$ cat src/rtl/emi_pkg.sv
`default_nettype none
package emi_pkg;
   // Register map (SFR addresses)
   localparam logic [7:0] EMI_TIMING_ADDR = 8'h00_af;
   localparam logic [7:0] EMI_CONFIG_ADDR = 8'h00_ab;
   localparam logic [7:0] EMI_PAGE_ADDR = 8'h00_aa;
   // Reset values
   localparam logic [7:0] EMI_TIMING_RST = 8'h00_ff;
   localparam logic [4:0] EMI_CONFIG_RST = 5'h0_03;
   localparam logic [7:0] EMI_PAGE_RST = 8'h00_00;
   // Timing field positions
   localparam int EMI_SETUP_HI = 7;
   localparam int EMI_SETUP_LO = 6;
   localparam int EMI_WIDTH_HI = 5;
   localparam int EMI_WIDTH_LO = 2;
   localparam int EMI_HOLD_HI = 1;
   localparam int EMI_HOLD_LO = 0;
   // Config field positions
   localparam int EMI_MUX_BIT = 4;
   localparam int EMI_MAP_HI = 3;
   localparam int EMI_MAP_LO = 2;
   localparam int EMI_ALE_HI = 1;
   localparam int EMI_ALE_LO = 0;
   // Memory map modes
   typedef enum logic [1:0] {
      EMI_MAP_INTERNAL = 2'b00,
      EMI_MAP_SPLIT_NOBANK = 2'b01,
      EMI_MAP_SPLIT_BANK = 2'b10,
      EMI_MAP_EXTERNAL = 2'b11
   } emi_map_t;
   // Sequencer states
   typedef enum logic [2:0] {
      EMI_ST_IDLE = 3'b000,
      EMI_ST_ALE_HI = 3'b001,
      EMI_ST_ALE_LO = 3'b010,
      EMI_ST_SETUP = 3'b011,
      EMI_ST_STROBE = 3'b100,
      EMI_ST_HOLD = 3'b101,
      EMI_ST_FIX = 3'b110
   } emi_state_t;
   // Fixed overhead cycles of an off-chip access
   localparam logic [4:0] EMI_FIXED_CYCLES = 5'h0_04;
   // On-chip data RAM address width (8 kB)
   localparam int EMI_RAM_AW = 13;
endpackage : emi_pkg
`default_nettype wire

$ cat src/rtl/emi_core.sv
`default_nettype none
// Operation
// - Muxed mode shares data and low address
// - Device drives latch strobe for external latch
// - Strobe high shows address; falls holds it
// - After strobe falls, pins carry data
// - Non-muxed uses separate address, data pins
// - Map 00 on-chip, alias modulo 8 kB
// - Short form page plus pointer; long full
// - Map 01 splits at on-chip size
// - Split no-bank short leaves upper undriven
// - Long form drives all sixteen address bits
// - Map 10 short drives page high byte
// - Map 11 always off-chip
// - External-only short ignores page, upper undriven
// - Setup field bits 7:6, 0-3 cycles
// - Strobe width field plus one cycles
// - Hold field bits 1:0, 0-3 cycles
// - Access is programmed cycles plus four
// - Muxed adds latch strobe phases, min 7
// - Timing register resets to all ones
// - Mux bit clear muxed, set separate
// - Latch width field plus one per phase
// - Pins claimed only during off-chip access
// - Data drivers off during reads
module emi_core (
   input wire logic clk,
   input wire logic nrst,
   input wire logic sfr_we,
   input wire logic [7:0] sfr_addr,
   input wire logic [7:0] sfr_wdata,
   output logic [7:0] sfr_rdata,
   input wire logic req,
   input wire logic req_write,
   input wire logic req_short,
   input wire logic [15:0] wide_pointer,
   input wire logic [7:0] short_pointer,
   input wire logic [7:0] req_wdata,
   output logic busy,
   output logic done,
   output logic [7:0] rdata,
   output logic ram_en,
   output logic ram_we,
   output logic [emi_pkg::EMI_RAM_AW-1:0] ram_addr,
   output logic [7:0] ram_wdata,
   input wire logic [7:0] ram_rdata,
   output logic pins_claimed,
   output logic rd_n,
   output logic wr_n,
   output logic ale,
   output logic [7:0] ad_out,
   output logic ad_oe,
   input wire logic [7:0] ad_in,
   output logic [7:0] addr_lo,
   output logic addr_lo_oe,
   output logic [7:0] addr_hi,
   output logic addr_hi_oe
);
   import emi_pkg::*;

   typedef struct packed {
      logic [7:0] timing;
      logic [4:0] config_bits;
      logic [7:0] page;
      logic [7:0] rdbk;
      emi_state_t st;
      logic [4:0] cnt;
      logic [15:0] addr;
      logic [7:0] wdat;
      logic wr;
      logic hi_drv;
      logic mux;
      logic busy;
      logic done;
      logic [7:0] rdata;
      logic ram_en;
      logic ram_we;
      logic ram_pend;
      logic claimed;
      logic rd_n;
      logic wr_n;
      logic ale;
      logic [7:0] ad_out;
      logic ad_oe;
      logic [7:0] alo;
      logic alo_oe;
      logic [7:0] ahi;
      logic ahi_oe;
   } emi_s_t;

   emi_s_t s_reg, s_next;
   logic [15:0] eff;
   logic off_chip;
   emi_map_t map;

   // True when the address lies past the on-chip RAM
   function automatic logic above_ram(input logic [15:0] a);
      above_ram = |a[15:EMI_RAM_AW];
   endfunction : above_ram

   // Effective address and target decode
   always_comb begin
      map = emi_map_t'(s_reg.config_bits[EMI_MAP_HI:EMI_MAP_LO]);
      eff = req_short ? {s_reg.page, short_pointer} : wide_pointer;
      unique case (map)
         EMI_MAP_INTERNAL: off_chip = 1'b0;
         EMI_MAP_SPLIT_NOBANK: off_chip = above_ram(eff);
         EMI_MAP_SPLIT_BANK: off_chip = above_ram(eff);
         EMI_MAP_EXTERNAL: off_chip = 1'b1;
      endcase
   end

   // Next-state logic
   always_comb begin
      s_next = s_reg;
      s_next.done = 1'b0;
      s_next.ram_en = 1'b0;
      s_next.ram_we = 1'b0;
      // Register readback
      unique case (sfr_addr)
         EMI_TIMING_ADDR: s_next.rdbk = s_reg.timing;
         EMI_CONFIG_ADDR: s_next.rdbk = {3'b000, s_reg.config_bits};
         EMI_PAGE_ADDR: s_next.rdbk = s_reg.page;
         default: s_next.rdbk = 8'h00_00;
      endcase
      if (sfr_we && !s_reg.busy) begin
         if (sfr_addr == EMI_TIMING_ADDR) begin
            s_next.timing = sfr_wdata;
         end
         if (sfr_addr == EMI_CONFIG_ADDR) begin
            s_next.config_bits = sfr_wdata[4:0];
         end
         if (sfr_addr == EMI_PAGE_ADDR) begin
            s_next.page = sfr_wdata;
         end
      end
      unique case (s_reg.st)
         EMI_ST_IDLE: begin
            if (s_reg.ram_pend) begin
               s_next.ram_pend = 1'b0;
               s_next.busy = 1'b0;
               s_next.done = 1'b1;
               if (!s_reg.wr) begin
                  s_next.rdata = ram_rdata;
               end
            end else if (req && !s_reg.busy) begin
               s_next.addr = eff;
               s_next.wdat = req_wdata;
               s_next.wr = req_write;
               s_next.busy = 1'b1;
               if (!off_chip) begin
                  s_next.ram_en = 1'b1;
                  s_next.ram_we = req_write;
                  s_next.ram_pend = 1'b1;
               end else begin
                  s_next.claimed = 1'b1;
                  s_next.mux = !s_reg.config_bits[EMI_MUX_BIT];
                  // Upper byte left to port latches on short no-bank or external
                  s_next.hi_drv = !(req_short && (map != EMI_MAP_SPLIT_BANK));
                  s_next.alo = eff[7:0];
                  s_next.alo_oe = s_reg.config_bits[EMI_MUX_BIT];
                  s_next.ahi = eff[15:8];
                  s_next.ahi_oe = s_next.hi_drv;
                  if (!s_reg.config_bits[EMI_MUX_BIT]) begin
                     s_next.st = EMI_ST_ALE_HI;
                     s_next.ale = 1'b1;
                     s_next.ad_out = eff[7:0];
                     s_next.ad_oe = 1'b1;
                     s_next.cnt = {3'b000, s_reg.config_bits[EMI_ALE_HI:EMI_ALE_LO]};
                  end else begin
                     s_next.st = EMI_ST_SETUP;
                     s_next.ad_out = req_wdata;
                     s_next.ad_oe = req_write;
                     s_next.cnt = EMI_FIXED_CYCLES - 5'h0_01 + {3'b000, s_reg.timing[EMI_SETUP_HI:EMI_SETUP_LO]};
                  end
               end
            end
         end
         EMI_ST_ALE_HI: begin
            if (s_reg.cnt == 5'h0_00) begin
               s_next.ale = 1'b0;
               s_next.st = EMI_ST_ALE_LO;
               s_next.cnt = {3'b000, s_reg.config_bits[EMI_ALE_HI:EMI_ALE_LO]};
            end else begin
               s_next.cnt = s_reg.cnt - 5'h0_01;
            end
         end
         EMI_ST_ALE_LO: begin
            if (s_reg.cnt == 5'h0_00) begin
               // Shared pins switch to data once the latch holds
               s_next.ad_out = s_reg.wdat;
               s_next.ad_oe = s_reg.wr;
               s_next.st = EMI_ST_SETUP;
               s_next.cnt = EMI_FIXED_CYCLES - 5'h0_01 + {3'b000, s_reg.timing[EMI_SETUP_HI:EMI_SETUP_LO]};
            end else begin
               s_next.cnt = s_reg.cnt - 5'h0_01;
            end
         end
         EMI_ST_SETUP: begin
            // Fixed overhead split around setup; setup counted here
            if (s_reg.cnt <= 5'h0_01) begin
               s_next.st = EMI_ST_STROBE;
               s_next.rd_n = s_reg.wr;
               s_next.wr_n = !s_reg.wr;
               s_next.cnt = {1'b0, s_reg.timing[EMI_WIDTH_HI:EMI_WIDTH_LO]};
            end else begin
               s_next.cnt = s_reg.cnt - 5'h0_01;
            end
         end
         EMI_ST_STROBE: begin
            if (s_reg.cnt == 5'h0_00) begin
               s_next.rd_n = 1'b1;
               s_next.wr_n = 1'b1;
               if (!s_reg.wr) begin
                  s_next.rdata = ad_in;
               end
               // Zero hold skips straight to the fixed release cycle
               if (s_reg.timing[EMI_HOLD_HI:EMI_HOLD_LO] == 2'b00) begin
                  s_next.st = EMI_ST_FIX;
               end else begin
                  s_next.st = EMI_ST_HOLD;
               end
               s_next.cnt = {3'b000, s_reg.timing[EMI_HOLD_HI:EMI_HOLD_LO]} - 5'h0_01;
            end else begin
               s_next.cnt = s_reg.cnt - 5'h0_01;
            end
         end
         EMI_ST_HOLD: begin
            if (s_reg.cnt == 5'h0_00) begin
               s_next.st = EMI_ST_FIX;
            end else begin
               s_next.cnt = s_reg.cnt - 5'h0_01;
            end
         end
         EMI_ST_FIX: begin
            // Release pins and finish
            s_next.st = EMI_ST_IDLE;
            s_next.claimed = 1'b0;
            s_next.ad_oe = 1'b0;
            s_next.alo_oe = 1'b0;
            s_next.ahi_oe = 1'b0;
            s_next.busy = 1'b0;
            s_next.done = 1'b1;
         end
         default: s_next.st = EMI_ST_IDLE;
      endcase
   end

   // State register
   always_ff @(posedge clk or negedge nrst) begin
      if (!nrst) begin
         s_reg <= '0;
         s_reg.timing <= EMI_TIMING_RST;
         s_reg.config_bits <= EMI_CONFIG_RST;
         s_reg.page <= EMI_PAGE_RST;
         s_reg.st <= EMI_ST_IDLE;
         s_reg.rd_n <= 1'b1;
         s_reg.wr_n <= 1'b1;
      end else begin
         s_reg <= s_next;
      end
   end

   assign sfr_rdata = s_reg.rdbk;
   assign busy = s_reg.busy;
   assign done = s_reg.done;
   assign rdata = s_reg.rdata;
   assign ram_en = s_reg.ram_en;
   assign ram_we = s_reg.ram_we;
   assign ram_addr = s_reg.addr[EMI_RAM_AW-1:0];
   assign ram_wdata = s_reg.wdat;
   assign pins_claimed = s_reg.claimed;
   assign rd_n = s_reg.rd_n;
   assign wr_n = s_reg.wr_n;
   assign ale = s_reg.ale;
   assign ad_out = s_reg.ad_out;
   assign ad_oe = s_reg.ad_oe;
   assign addr_lo = s_reg.alo;
   assign addr_lo_oe = s_reg.alo_oe;
   assign addr_hi = s_reg.ahi;
   assign addr_hi_oe = s_reg.ahi_oe;

   // Strobes never both low
   property p_strobe_excl;
      @(posedge clk) disable iff (!nrst) !(!rd_n && !wr_n);
   endproperty
   a_strobe_excl: assert property (p_strobe_excl) else $error("rd and wr both low");

   // Strobe only while pins claimed
   property p_strobe_claim;
      @(posedge clk) disable iff (!nrst) (!rd_n || !wr_n) |-> pins_claimed;
   endproperty
   a_strobe_claim: assert property (p_strobe_claim) else $error("strobe outside access");

   // No data drive during a read strobe
   property p_read_float;
      @(posedge clk) disable iff (!nrst) !rd_n |-> !ad_oe;
   endproperty
   a_read_float: assert property (p_read_float) else $error("data driven during read");

   // Latch strobe never with read/write strobe
   property p_ale_excl;
      @(posedge clk) disable iff (!nrst) ale |-> (rd_n && wr_n);
   endproperty
   a_ale_excl: assert property (p_ale_excl) else $error("ale overlaps strobe");

   // Write strobe shows the write data on shared pins
   property p_wr_data;
      @(posedge clk) disable iff (!nrst) !wr_n |-> (ad_oe && ad_out == s_reg.wdat);
   endproperty
   a_wr_data: assert property (p_wr_data) else $error("write data missing");

   // Internal map never claims pins
   property p_internal;
      @(posedge clk) disable iff (!nrst)
         (req && !busy && s_reg.config_bits[EMI_MAP_HI:EMI_MAP_LO] == 2'b00) |=> !pins_claimed;
   endproperty
   a_internal: assert property (p_internal) else $error("internal map went off-chip");

   // Shortest off-chip access, with all-zero timing, spans at least 5 cycles
   property p_min_len;
      @(posedge clk) disable iff (!nrst) $rose(pins_claimed) |-> pins_claimed [*5];
   endproperty
   a_min_len: assert property (p_min_len) else $error("access too short");

   // Non-muxed access never raises the latch strobe
   property p_nomux_ale;
      @(posedge clk) disable iff (!nrst) (pins_claimed && !s_reg.mux) |-> !ale;
   endproperty
   a_nomux_ale: assert property (p_nomux_ale) else $error("ale in non-muxed");
endmodule : emi_core
`default_nettype wire

$ cat config.mk
export PLATFORM = sky130hd
export DESIGN_NAME = emi_core
export DESIGN_NICKNAME = d
export VERILOG_FILES = /design/src/rtl/emi_pkg.sv /design/src/rtl/emi_core.sv
export SDC_FILE = /design/constraint.sdc
export NUM_CORES = 1
export LEC_CHECK = 0
export ABC_AREA = 1
export BUFFER_PORTS_ARGS = -buffer_cell sky130_fd_sc_hd__buf_2
export CAP_MARGIN = 5
export CORE_MARGIN = 5
export CORE_UTILIZATION = 54
export CTS_CLUSTER_DIAMETER = 120
export DETAILED_ROUTE_END_ITERATION = 8
export PLACE_DENSITY = 0.87
export SLEW_MARGIN = 10
export SYNTH_ARGS = -nofsm -noshare
export SYNTH_HDL_FRONTEND = slang
export SYNTH_SLANG_ARGS = --single-unit
$ cat constraint.sdc
create_clock -name clk -period 2.2 [get_ports clk]
set_input_delay 0.11 -clock clk [delete_from_list [all_inputs] [get_ports clk]]
set_output_delay 0.11 -clock clk [all_outputs]
set_load 0.01 [all_outputs]
## Word level (Yosys, flattened, before mapping)

Cells that the tools add are included.

| storage, ports and cells | value |
|---|---|
| register bits after elaboration | 108 |
| output and inout bits | 72 |
| input bits | 70 |
| word-level logic and storage cells | 144 |

| operators by class | value |
|---|---|
| reductions and logical operators | 34 |
| magnitude comparators | 1 |
| bitwise operators | 1 |
| muxes and demuxes | 51 |
| eq/ne operators | 27 |
| add/subtract/negate cells | 3 |

Operators by type and width:

| kind | count |
|---|---|
| 2-to-1 mux 28 bit | 3 |
| 2-to-1 mux 36 bit | 1 |
| 2-to-1 mux 35 bit | 1 |
| 2-to-1 mux 8 bit | 4 |
| case mux 8 bit (2 select lines) | 2 |
| case mux 5 bit (6 select lines) | 1 |
| != test 2 bit, second input constant | 14 |
| 2-to-1 mux 9 bit | 3 |
| 2-to-1 mux 5 bit | 5 |
| == test 8 bit, second input constant | 3 |
| case mux 8 bit (3 select lines) | 1 |
| 2-to-1 mux 3 bit | 7 |
| AND reduction 5 bit | 4 |
| case mux 3 bit (6 select lines) | 1 |
| 2-to-1 mux 16 bit | 1 |
| 2-to-1 mux 2 bit | 5 |
| nonzero test 2 bit | 5 |
| == test 3 bit, second input constant | 3 |
| case mux 1 bit (2 select lines) | 4 |
| case mux 2 bit (2 select lines) | 2 |
| AND reduction 2 bit | 4 |
| AND reduction 4 bit | 2 |
| AND reduction 8 bit | 1 |
| 2-to-1 mux 7 bit | 1 |
| 24 further kinds | 39 |

## Longest topological paths before layout

Gate-level depths: netlist of the first run.

| logic depth | value |
|---|---|
| word-level depth | 7 |
| depth in mapped cells | 13 |
| depth with buffers taken out | 12 |

## Least setup slack after synthesis of the first run

Ideal clock, no wire load.

| timing | value |
|---|---|
| path type | flip-flop to flip-flop |
| start point | reg s_reg[71] (netlist name) |
| end point | reg s_reg[77] (netlist name) |
| slack | 0.656 ns |
| required time | 2.083 ns |
| buffers on the path | 1 |
| library setup time | 0.117 ns |
| clock period less this slack | 1.544 ns |
| arrival time | 1.427 ns |
| cell stages (with the launch flop) | 11 |
| path through | dfrtp_1 > inv_1 > ha_1 > nand3_2 > buf_2 > nand2_1 > nand2_1 > nor2_1 > nand2_1 > nand2_1 > nand2_1 |

| on the way | value |
|---|---|
| cells in the longest elaborated chain, start to end | 3 |
| elaborated cells between the ends (all ways) | 8 |
| classes of those cells | 1 x order compare; 5 x eq/ne; 2 x reduce/logical |

Ends and longest elaborated chain:

| element | RTL line | source |
|---|---|---|
| start: declaration | emi_core.sv:91 | `emi_s_t s_reg, s_next;` |
| start signal: assignment | emi_core.sv:260 | `s_reg <= s_next;` |
| <= comparator 5 x 1 -> 1 bit / zero test 5 bit (equally long branches) | n/a |  |
| != test 2 bit (no source line) | n/a |  |
| AND reduction 8 bit (no source line) (*) | n/a |  |

Every way passes the cells marked *; elsewhere a longest branch is shown, timed or not.
A chain may end at the register's enable or synchronous reset.

## Worst setup path after layout of the first run

| timing | value |
|---|---|
| start point | reg s_reg[76] (netlist name) |
| end point | reg s_reg (netlist bit ad_out[4]) |

| on the way | value |
|---|---|
| cells in the longest elaborated chain, start to end | 3 |
| elaborated cells between the ends (all ways) | 9 |
| classes of those cells | 5 x eq/ne; 1 x mux; 3 x reduce/logical |

Ends and longest elaborated chain:

| element | RTL line | source |
|---|---|---|
| == test 3 x 2 -> 1 bit / zero test 3 bit (equally long branches) | emi_core.sv:137 | `unique case (s_reg.st)` |
| != test 2 bit (no source line) / nonzero test 2 bit (equally long branches) | n/a |  |
| AND reduction 5 bit (no source line) | n/a |  |

Several ways; a longest one is shown, not always the timed one.

==> results.sh, run 1 <==
export IMPL_vias=5038
export IMPL_cts_buffers=9
export IMPL_holdCritPathClass="input pin to register"
export IMPL_nFillCells=905
export IMPL_synth_area_leaders="dfrtp_1, nand2_1, buf_4"
export IMPL_critPathLaunchType="register"
export IMPL_placed_area_mm2=0.00612
export IMPL_rsz0062_at_grt="no"
export IMPL_syn_to_final_growth_pct=13.4
export IMPL_seqCellArea_mm2=0.00259
export IMPL_cts_sinks=103
export IMPL_synth_area_leader_cell="dfrtp_1"
export IMPL_insertedDiodeCount=0
export IMPL_synth_area_mm2=0.00575
export IMPL_wirelength_um=14400
export IMPL_top_layer_used="met4"
export IMPL_numPortBuffers=141
export IMPL_met1_length_um=5950
export IMPL_initial_core_util_pct=55.5
export IMPL_synth_ff_latch_count=103
export IMPL_grt_pass1_wl_um=23600
export IMPL_die_w_um=113
export IMPL_synth_edff_count=0
export IMPL_hpwl_um=10700
export IMPL_ant_nets=0
export IMPL_largest_reg_flops=29
export IMPL_worst_setup_path_type="register to register"
export IMPL_die_area_mm2=0.0128
export IMPL_synth_most_common_cell="nand2_1"
export IMPL_place_gp_congestion=0.934
export IMPL_postSynthCellCount=729
export IMPL_stdcell_area_mm2=0.00652
export IMPL_synth_nets=808
export IMPL_hold_viol_final=0
export IMPL_h_tree_depth=3
export IMPL_synthTopCellsByCount="nand2_1, dfrtp_1, buf_4"
export IMPL_drive_gt1_share_pct=24.8
export IMPL_cts_setup_buffers=0
export IMPL_ys_seq_area_share_pct=45.1
export IMPL_synth_cell_types=40
export IMPL_clock_insertion_delay_worst_skew_ns=0.38
export IMPL_end_kind="register"
export IMPL_reg2reg_slack_ns=0.23
export IMPL_power_density_mw_per_mm2=932
export IMPL_via_per_inst=5.21
export IMPL_row_count=37
export IMPL_period_needed_ns=1.97
export IMPL_route_met2_wl_um=6880
export IMPL_utilization_pct=62.9
export IMPL_nets=905
export IMPL_fin_crit_sh_pct=89.5
export IMPL_coreArea_mm2=0.0104
export IMPL_met3_length_um=1180
export IMPL_syn_avg_cell_area_um2=7.89
export IMPL_routedWlPerCell_um=14.9
export IMPL_path_max_fanout=15
export IMPL_drv_slew=0
export IMPL_yosysWarnings=0
export IMPL_power_leakage_nw=3.42
export IMPL_peakVddDrop_mv=0.413
export IMPL_cts_tree="built"
export IMPL_synthArstFlopShare_pct=100
export IMPL_antenna_found_initial=0
export IMPL_skew_ns=0.0196
export IMPL_grt_max_degree=66
export IMPL_grt_pass1_vias=4965
export IMPL_overflow=0
export IMPL_path_clk_slew_ns=0.11
export IMPL_ios=142
export IMPL_synth_top_area_share_pct=39.6
export IMPL_fmax_ghz=0.508
export IMPL_worstPathArrival_ns=2.23
export IMPL_worst_pin_slew_ns=0.519
export IMPL_drc_errors=0
export IMPL_max_cap_violations=0
export IMPL_grt_usage_pct=22.4
export IMPL_die_h_um=113
export IMPL_relSlewSlack_pct=65.4
export IMPL_fin_setup_tns_ns=0
export IMPL_worstPathRequired_ns=2.46
export IMPL_initialDrtViolationCount=607
export IMPL_status="finished, final reports clean"
export IMPL_multiInputGateArea_mm2=0.00231
export IMPL_final_setup_viol_count=0
export IMPL_ys_flop_type="dfrtp_1"
export IMPL_drt_first_pass_iters=5
export IMPL_clockBufferDepth=2
export IMPL_cts_root_buffer="clkbuf_8"
critical path: stages, from the launching register on:
cell and delay, ns:
dfrtp_1 0.43, inv_2 0.12, nand2_1 0.12, nor2_2 0.25, clkinvlp_4 0.33, nand2_1 0.19, nand4_2 0.24, nand2_1 0.13
nand2_1 0.06
cells in the final DEF (no fill, tap or decap), types with 2 or more instances in the layout:
cell	instances
dfstp_2	12
nand2_1	235
nor2_2	4
o21ai_1	6
nand3_1	26
nor2_1	56
nor2_4	5
nand3_2	2
xor2_1	2
buf_2	140
inv_1	58
a31oi_1	21
clkbuf_8	9
dlygate4sd3_1	19
buf_4	6
dfrtp_1	91
clkinv_4	2
o21ai_0	49
o2111ai_1	2
o211ai_1	7
ha_1	9
nand4_1	2
inv_2	7
nand2_4	4
clkinv_1	2
o21bai_1	7
inv_6	2
o22ai_1	6
a21oi_1	21
buf_12	2
metal layers:
layer	track usage (%)	vias to the layer above
li1	-	2458
met1	29.5	2312
met2	37.1	233
met3	3.69	35
met4	8.81	0
met5	0	-
path summary, 6_finish.rpt:
path                           endpoint  cells past startpoint        startpoint
max                           ad_out[4]                      8         s_reg[76]
min                        ram_addr[10]                      3  wide_pointer[10]
max reg2reg                   ad_out[4]                      8         s_reg[76]
min reg2reg                  addr_hi_oe                      2        addr_hi_oe
max in group asynchronous    s_reg[105]                      3              nrst
min in group asynchronous     ad_out[2]                      2              nrst
logic make-up (layout without fill, tap and decap cells):
family / Yosys count / count (layout) / synth area share (%)
simple gates: 342 / 342 / 25.5
flops: 103 / 103 / 45.1
compound gates: 122 / 122 / 12.3
fa+ha+maj: 9 / 9 / 1.96
buf+inv: 150 / 252 / 14.7
xor+xnor: 3 / 3 / 0.457
where the power goes:
group          total [W]  internal, W  switching (W)
logic            0.00227     0.000837        0.00144
clock network    0.00124     0.000548       0.000695
registers        0.00257      0.00229       0.000274
total            0.00608      0.00368        0.00240
what timing repair did:
item | 4_1_cts | 5_1_grt
resized for setup | 0 | 1
hold buffers | 19 | 0
endpoints found under the hold margin | 56 | 0
setup endpoints to repair | 0 | 5
final cells by class:
type                            count  area share (%)
Sequential cell                   103            39.8
Multi-Input combinational cell    476            35.5
Timing Repair Buffer              167            15.0
Inverter                           69            4.07
Tap cell                          136            2.61
Clock buffer                       10            1.96
Clock inverter                      6            1.17
per-stage QoR:
step	std cells	setup slack [ns]	power, W	hold slack [ns]
floorplan	729	0.656	0.00439	-0.186
global placement	932	0.271	0.00476	0.111
detailed placement	932	0.224	0.00482	0.113
CTS	967	0.213	0.00607	0.00284
global route	967	0.0197	0.00649	0.00728
finish	967	0.231	0.00608	0.00709
(Power assumes the default switching activity.)
==> run 2: changes to the inputs <==
--- a/config.mk
+++ b/config.mk
@@ -9,10 +9,11 @@
 export BUFFER_PORTS_ARGS = -buffer_cell sky130_fd_sc_hd__buf_2
 export CAP_MARGIN = 5
 export CORE_MARGIN = 5
-export CORE_UTILIZATION = 54
+export CORE_UTILIZATION = 56
+export CTS_BUF_LIST = sky130_fd_sc_hd__clkbuf_8
 export CTS_CLUSTER_DIAMETER = 120
 export DETAILED_ROUTE_END_ITERATION = 8
-export PLACE_DENSITY = 0.87
+export PLACE_DENSITY = 0.89
 export SLEW_MARGIN = 10
 export SYNTH_ARGS = -nofsm -noshare
 export SYNTH_HDL_FRONTEND = slang
==> results.sh, run 2 (synthesis results as in run 1) <==
export IMPL_min_from="wide_pointer[11]"
export IMPL_p_int_w=0.00370
export IMPL_worstPathRequired_ns=2.52
export IMPL_overflow=0
export IMPL_cts_setup_buffers=0
export IMPL_rsz0062_at_grt="no"
export IMPL_regToRegEndpoint="ad_out[0]"
export IMPL_nets=910
export IMPL_final_common_cell="nand2_1"
export IMPL_worst_pin_slew_ns=0.501
export IMPL_ctsResizeCount=0
export IMPL_r2r_start="s_reg[78]"
export IMPL_cts_tree="built"
export IMPL_final_cell_mix="nand2_1, buf_2, dfrtp_1"
export IMPL_fin_setup_tns_ns=0
export IMPL_power_switching_w=0.00239
export IMPL_place_gp_congestion=0.955
export IMPL_worst_setup_path_type="register to register"
export IMPL_status="finished, final reports clean"
export IMPL_p_sw_share_pct=39.2
export IMPL_grt_max_degree=49
export IMPL_clockBufferDepth=2
export IMPL_combPwrFrac_pct=37.4
export IMPL_worstPathArrival_ns=2.22
export IMPL_largest_reg_flops=29
export IMPL_seqCellArea_mm2=0.00259
export IMPL_final_setup_viol_count=0
export IMPL_numPortBuffers=141
export IMPL_end_kind="register"
export IMPL_via_per_inst=5.30
export IMPL_p_seq_share_pct=42.1
export IMPL_ant_nets=0
export IMPL_vias=5151
export IMPL_wirelength_um=14700
export IMPL_ios=142
export IMPL_die_w_um=111
export IMPL_max_cap_violations=0
export IMPL_die_h_um=111
export IMPL_insertedDiodeCount=0
export IMPL_cts_root_buffer="clkbuf_8"
export IMPL_routedWlPerCell_um=15.1
export IMPL_grt_pass1_vias=4962
export IMPL_power_density_mw_per_mm2=928
export IMPL_reg2reg_slack_ns=0.30
export IMPL_worstRegToRegCells=6
export IMPL_drv_slew=0
export IMPL_hpwl_um=10900
export IMPL_holdCritPathClass="input pin to register"
export IMPL_nFillCells=885
export IMPL_power_leakage_nw=3.45
export IMPL_die_area_mm2=0.0124
export IMPL_cts_sinks=103
export IMPL_grt_usage_pct=23.7
export IMPL_peakVddDrop_mv=0.416
export IMPL_fin_crit_sh_pct=86.3
export IMPL_cts_buffers=9
export IMPL_period_needed_ns=1.90
export IMPL_hold_path_end="ram_addr[11]"
export IMPL_multiInputGateArea_mm2=0.00231
export IMPL_critPathLaunchType="register"
export IMPL_antenna_found_initial=0
export IMPL_grt_pass1_wl_um=24100
export IMPL_fmax_ghz=0.527
export IMPL_coreArea_mm2=0.0102
export IMPL_postLayoutSetupSlackWorst_ns=0.302
export IMPL_initialDrtViolationCount=489
export IMPL_drt_first_pass_iters=6
export IMPL_row_count=37
export IMPL_clock_insertion_delay_worst_skew_ns=0.39
export IMPL_p_total_w=0.00609
export IMPL_drc_errors=0
export IMPL_path_max_fanout=15
export IMPL_holdPathStages=3
export IMPL_skew_ns=0.0162
export IMPL_relSlewSlack_pct=66.6
export IMPL_h_tree_depth=3
export IMPL_syn_to_final_growth_pct=14.1
export IMPL_pre_cts_ws_ns=0.332
export IMPL_hold_viol_final=0
export IMPL_drive_gt1_share_pct=24.8
export IMPL_initial_core_util_pct=56.5
export IMPL_path_clk_slew_ns=0.11
export IMPL_clockPowerShare_pct=20.5
run 2: cell count changes in the layout (fill, tap and decap cells not counted):
| cell | delta |
|---|---|
| dlygate4sd3_1 | +3 |
| buf_4 | +2 |
| clkinv_4 | -2 |
| inv_1 | +2 |
| clkbuf_1 | -1 |
| clkbuf_8 | +1 |
| clkinv_2 | +1 |
| clkinvlp_4 | -1 |
run 2: cell type report:
cell class	count	area share, %
clock buffer	10	2.10
clock inverter	6	1.03
inverter	69	3.98
tap	136	2.59
sequential	103	39.5
timing repair buffer	172	15.6
multi-input combinational	476	35.2
run 2: metal layers:
| metal | track usage (%) | up-vias | wire length, um |
|---|---|---|---|
| li1 | - | 2472 | - |
| met1 | 30.0 | 2428 | 5990 |
| met2 | 41.1 | 220 | 7370 |
| met3 | 5.38 | 31 | 997 |
| met4 | 6.33 | 0 | 327 |
| met5 | 0 | - | 0 |
run 2: how the worst max path moves through the flow:
stage                          from        end  slack (ns)  depth (start not counted)
after floorplan           s_reg[71]  s_reg[77]        0.66                         10
after global placement    s_reg[78]  ad_out[2]        0.37                          6
after detailed placement  s_reg[78]  ad_out[0]        0.33                          6
after CTS                 s_reg[78]  ad_out[0]        0.32                          6
after global routing      s_reg[78]  ad_out[2]        0.09                          6
final                     s_reg[78]  ad_out[0]        0.30                          6
run 2: stage by stage:
| step | hold slack (ns) | cell area [um2] | cells | util [%] |
|---|---|---|---|---|
| floorplan | -0.186 | 5750 | 729 | - |
| global placement | 0.0576 | 6140 | 934 | 60.3 |
| detailed placement | 0.0573 | 6140 | 934 | 60.3 |
| CTS | 0.000223 | 6520 | 968 | 64.1 |
| global route | 0.00244 | 6560 | 972 | 64.4 |
| finish | 0.000227 | 6560 | 972 | 64.4 |
run 2: power groups by stage:
stage	sequential, W	clock, W	combinational [W]
after global placement	0.00258	0	0.00219
after detailed placement	0.00259	0	0.00222
after floorplan	0.00252	0	0.00187
after global routing	0.00262	0.00135	0.00254
after CTS	0.00256	0.00126	0.00226
final	0.00257	0.00125	0.00228
run 2: what timing repair did:
action,CTS,global route
setup endpoints to repair,0,0
endpoints found under the hold margin,44,4
hold buffers,18,4
run 2: worst max-delay path, cell delays in order (launching register included):
cell and delay (ns):
dfrtp_1 0.65, nor2_2 0.13, inv_1 0.37, nand4_1 0.33, o21bai_1 0.22, nand2_1 0.07, nand2_1 0.07
==> run 3: changes to the inputs <==
--- a/config.mk
+++ b/config.mk
@@ -7,11 +7,12 @@
 export LEC_CHECK = 0
 export ABC_AREA = 1
 export BUFFER_PORTS_ARGS = -buffer_cell sky130_fd_sc_hd__buf_2
-export CAP_MARGIN = 5
+export CAP_MARGIN = 20
 export CORE_MARGIN = 5
 export CORE_UTILIZATION = 56
 export CTS_BUF_LIST = sky130_fd_sc_hd__clkbuf_8
 export CTS_CLUSTER_DIAMETER = 120
+export CTS_CLUSTER_SIZE = 14
 export DETAILED_ROUTE_END_ITERATION = 8
 export PLACE_DENSITY = 0.89
 export SLEW_MARGIN = 10
==> constraint.sdc (replaced) <==
create_clock -name clk -period 2.2 [get_ports clk]
set_input_delay 0.22 -clock clk [delete_from_list [all_inputs] [get_ports clk]]
set_output_delay 0.22 -clock clk [all_outputs]
set_load 0.01 [all_outputs]
==> results.sh, run 3 (synthesis results as in run 1) <==
export IMPL_utilization_pct=62.2
export IMPL_grt_pass1_wl_um=23100
export IMPL_hold_viol_final=0
export IMPL_rsz0062_at_grt="no"
export IMPL_max_stage_delay_ns=0.43
export IMPL_final_setup_viol_count=0
export IMPL_insertedDiodeCount=0
export IMPL_grt_max_degree=53
export IMPL_hpwl_um=11100
export IMPL_drv_slew=0
export IMPL_place_gp_congestion=0.948
export IMPL_initial_core_util_pct=56.5
export IMPL_drt_first_pass_iters=5
export IMPL_seqCellArea_mm2=0.00259
export IMPL_worst_setup_path_type="register to register"
export IMPL_vias=5052
export IMPL_clockPowerShare_pct=17.8
export IMPL_power_switching_w=0.00233
export IMPL_initialDrtViolationCount=448
export IMPL_cts_sinks=103
export IMPL_power_leakage_nw=3.35
export IMPL_drive_gt1_share_pct=25.5
export IMPL_path_max_fanout=16
export IMPL_max_cap_violations=0
export IMPL_coreArea_mm2=0.0102
export IMPL_period_needed_ns=1.93
export IMPL_p_sw_share_pct=39.8
export IMPL_placed_area_mm2=0.00614
export IMPL_worst_pin_slew_ns=0.500
export IMPL_peakVddDrop_mv=0.387
export IMPL_cts_buffers=9
export IMPL_cp_depth=10
export IMPL_crit_family="simple AND/OR/NAND/NOR gates"
export IMPL_status="finished, final reports clean"
export IMPL_critPathLaunchType="register"
export IMPL_final_cell_mix="nand2_1, buf_2, dfrtp_1"
export IMPL_drc_errors=0
export IMPL_p_seq_share_pct=43.8
export IMPL_worstPathRequired_ns=2.44
export IMPL_holdCritPathClass="input pin to register"
export IMPL_nFillCells=919
export IMPL_routedWlPerCell_um=15.0
export IMPL_fmax_ghz=0.519
export IMPL_grt_usage_pct=22.6
export IMPL_skew_ns=0.0103
export IMPL_clockBufferDepth=2
export IMPL_syn_to_final_growth_pct=10.1
export IMPL_nets=891
export IMPL_overflow=0
export IMPL_layout_cells_non_filler=953
export IMPL_combPwrFrac_pct=38.4
export IMPL_path_clk_slew_ns=0.09
export IMPL_worst_path_buf_inv=2
export IMPL_reg2reg_slack_ns=0.27
export IMPL_fin_crit_sh_pct=87.6
export IMPL_relSlewSlack_pct=66.6
export IMPL_wirelength_um=14300
export IMPL_largest_reg_flops=29
export IMPL_worstPathArrival_ns=2.17
export IMPL_via_per_inst=5.30
export IMPL_cts_root_buffer="clkbuf_8"
export IMPL_die_h_um=111
export IMPL_die_area_mm2=0.0124
export IMPL_row_count=37
export IMPL_p_int_w=0.00352
export IMPL_stdcell_area_mm2=0.00633
export IMPL_ant_nets=0
export IMPL_final_common_cell="nand2_1"
export IMPL_antenna_found_initial=0
export IMPL_clock_insertion_delay_worst_skew_ns=0.35
export IMPL_multiInputGateArea_mm2=0.00231
export IMPL_ios=142
export IMPL_holdPathStages=3
export IMPL_power_density_mw_per_mm2=924
export IMPL_crit_top_cell="nand2_1"
export IMPL_cts_tree="built"
export IMPL_numPortBuffers=141
export IMPL_grt_pass1_vias=4789
export IMPL_fin_setup_tns_ns=0
export IMPL_cpMaxStageDelayCell="dfrtp_1"
export IMPL_fin_hold_ws_ns=0.0847
export IMPL_h_tree_depth=3
export IMPL_die_w_um=111
export IMPL_worstPathCellList="inv_1 -> ha_1 -> nand3_2 -> or2_1 -> nand2_1 -> inv_1 -> nor2_1 -> o21ai_0 -> nand2_1 -> nand2_1"
export IMPL_end_kind="register"
export IMPL_worstRegToRegCells=10
export IMPL_place_inst=934
[run 3: power by group through the flow]
stage / clock (W) / combinational (W) / sequential [W]
finish: 0.00104 / 0.00225 / 0.00256
global route: 0.00114 / 0.00251 / 0.00261
CTS: 0.00106 / 0.00224 / 0.00256
detailed placement: 0 / 0.00223 / 0.00259
global placement: 0 / 0.00218 / 0.00258
floorplan: 0 / 0.00187 / 0.00252
[run 3: worst paths after layout]
| kind | startpoint | to |
|---|---|---|
| min in group asynchronous | nrst | ram_wdata[1] |
| max | s_reg[71] | s_reg[74] |
| min | sfr_wdata[6] | s_reg[106] |
| min reg2reg | addr_lo[0] | addr_lo[0] |
| max in group asynchronous | nrst | wr_n |
| max reg2reg | s_reg[71] | s_reg[74] |
[run 3: worst reg2reg max path, cell delays in order (launching register included)]
cell and delay, ns:
dfrtp_1 0.43, inv_1 0.13, ha_1 0.17, nand3_2 0.28, or2_1 0.34, nand2_1 0.09
inv_1 0.05, nor2_1 0.13, o21ai_0 0.09, nand2_1 0.06, nand2_1 0.04
[run 3: metrics by stage]
stage          power (W)  setup WS [ns]
2_1_floorplan    0.00439          0.656
6_report         0.00585          0.272
3_3_place_gp     0.00475          0.227
3_5_place_dp     0.00483          0.213
5_1_grt          0.00627         0.0959
4_1_cts          0.00586          0.214
[run 3: repair_timing]
action	CTS	global route
hold buffers	1	0
resized for setup	0	1
hold endpoints to repair	18	0
buffers inserted	0	2
setup endpoints to repair	0	7
[run 3: per-layer routing]
metal  GRT usage [%]  up-vias  share of wire [%]
met2            39.1      243                 50
li1                -     2431                  -
met4            7.22        0                1.9
met3            4.02       28                8.0
met5               0        -                  0
met1            29.0     2350                 40
[run 3: layout make-up]
class,count,area share (%)
sequential,103,40.9
multi-input combinational,476,36.5
timing repair buffer,153,13.0
inverter,69,4.19
tap,136,2.69
clock buffer,9,1.96
clock inverter,7,0.652
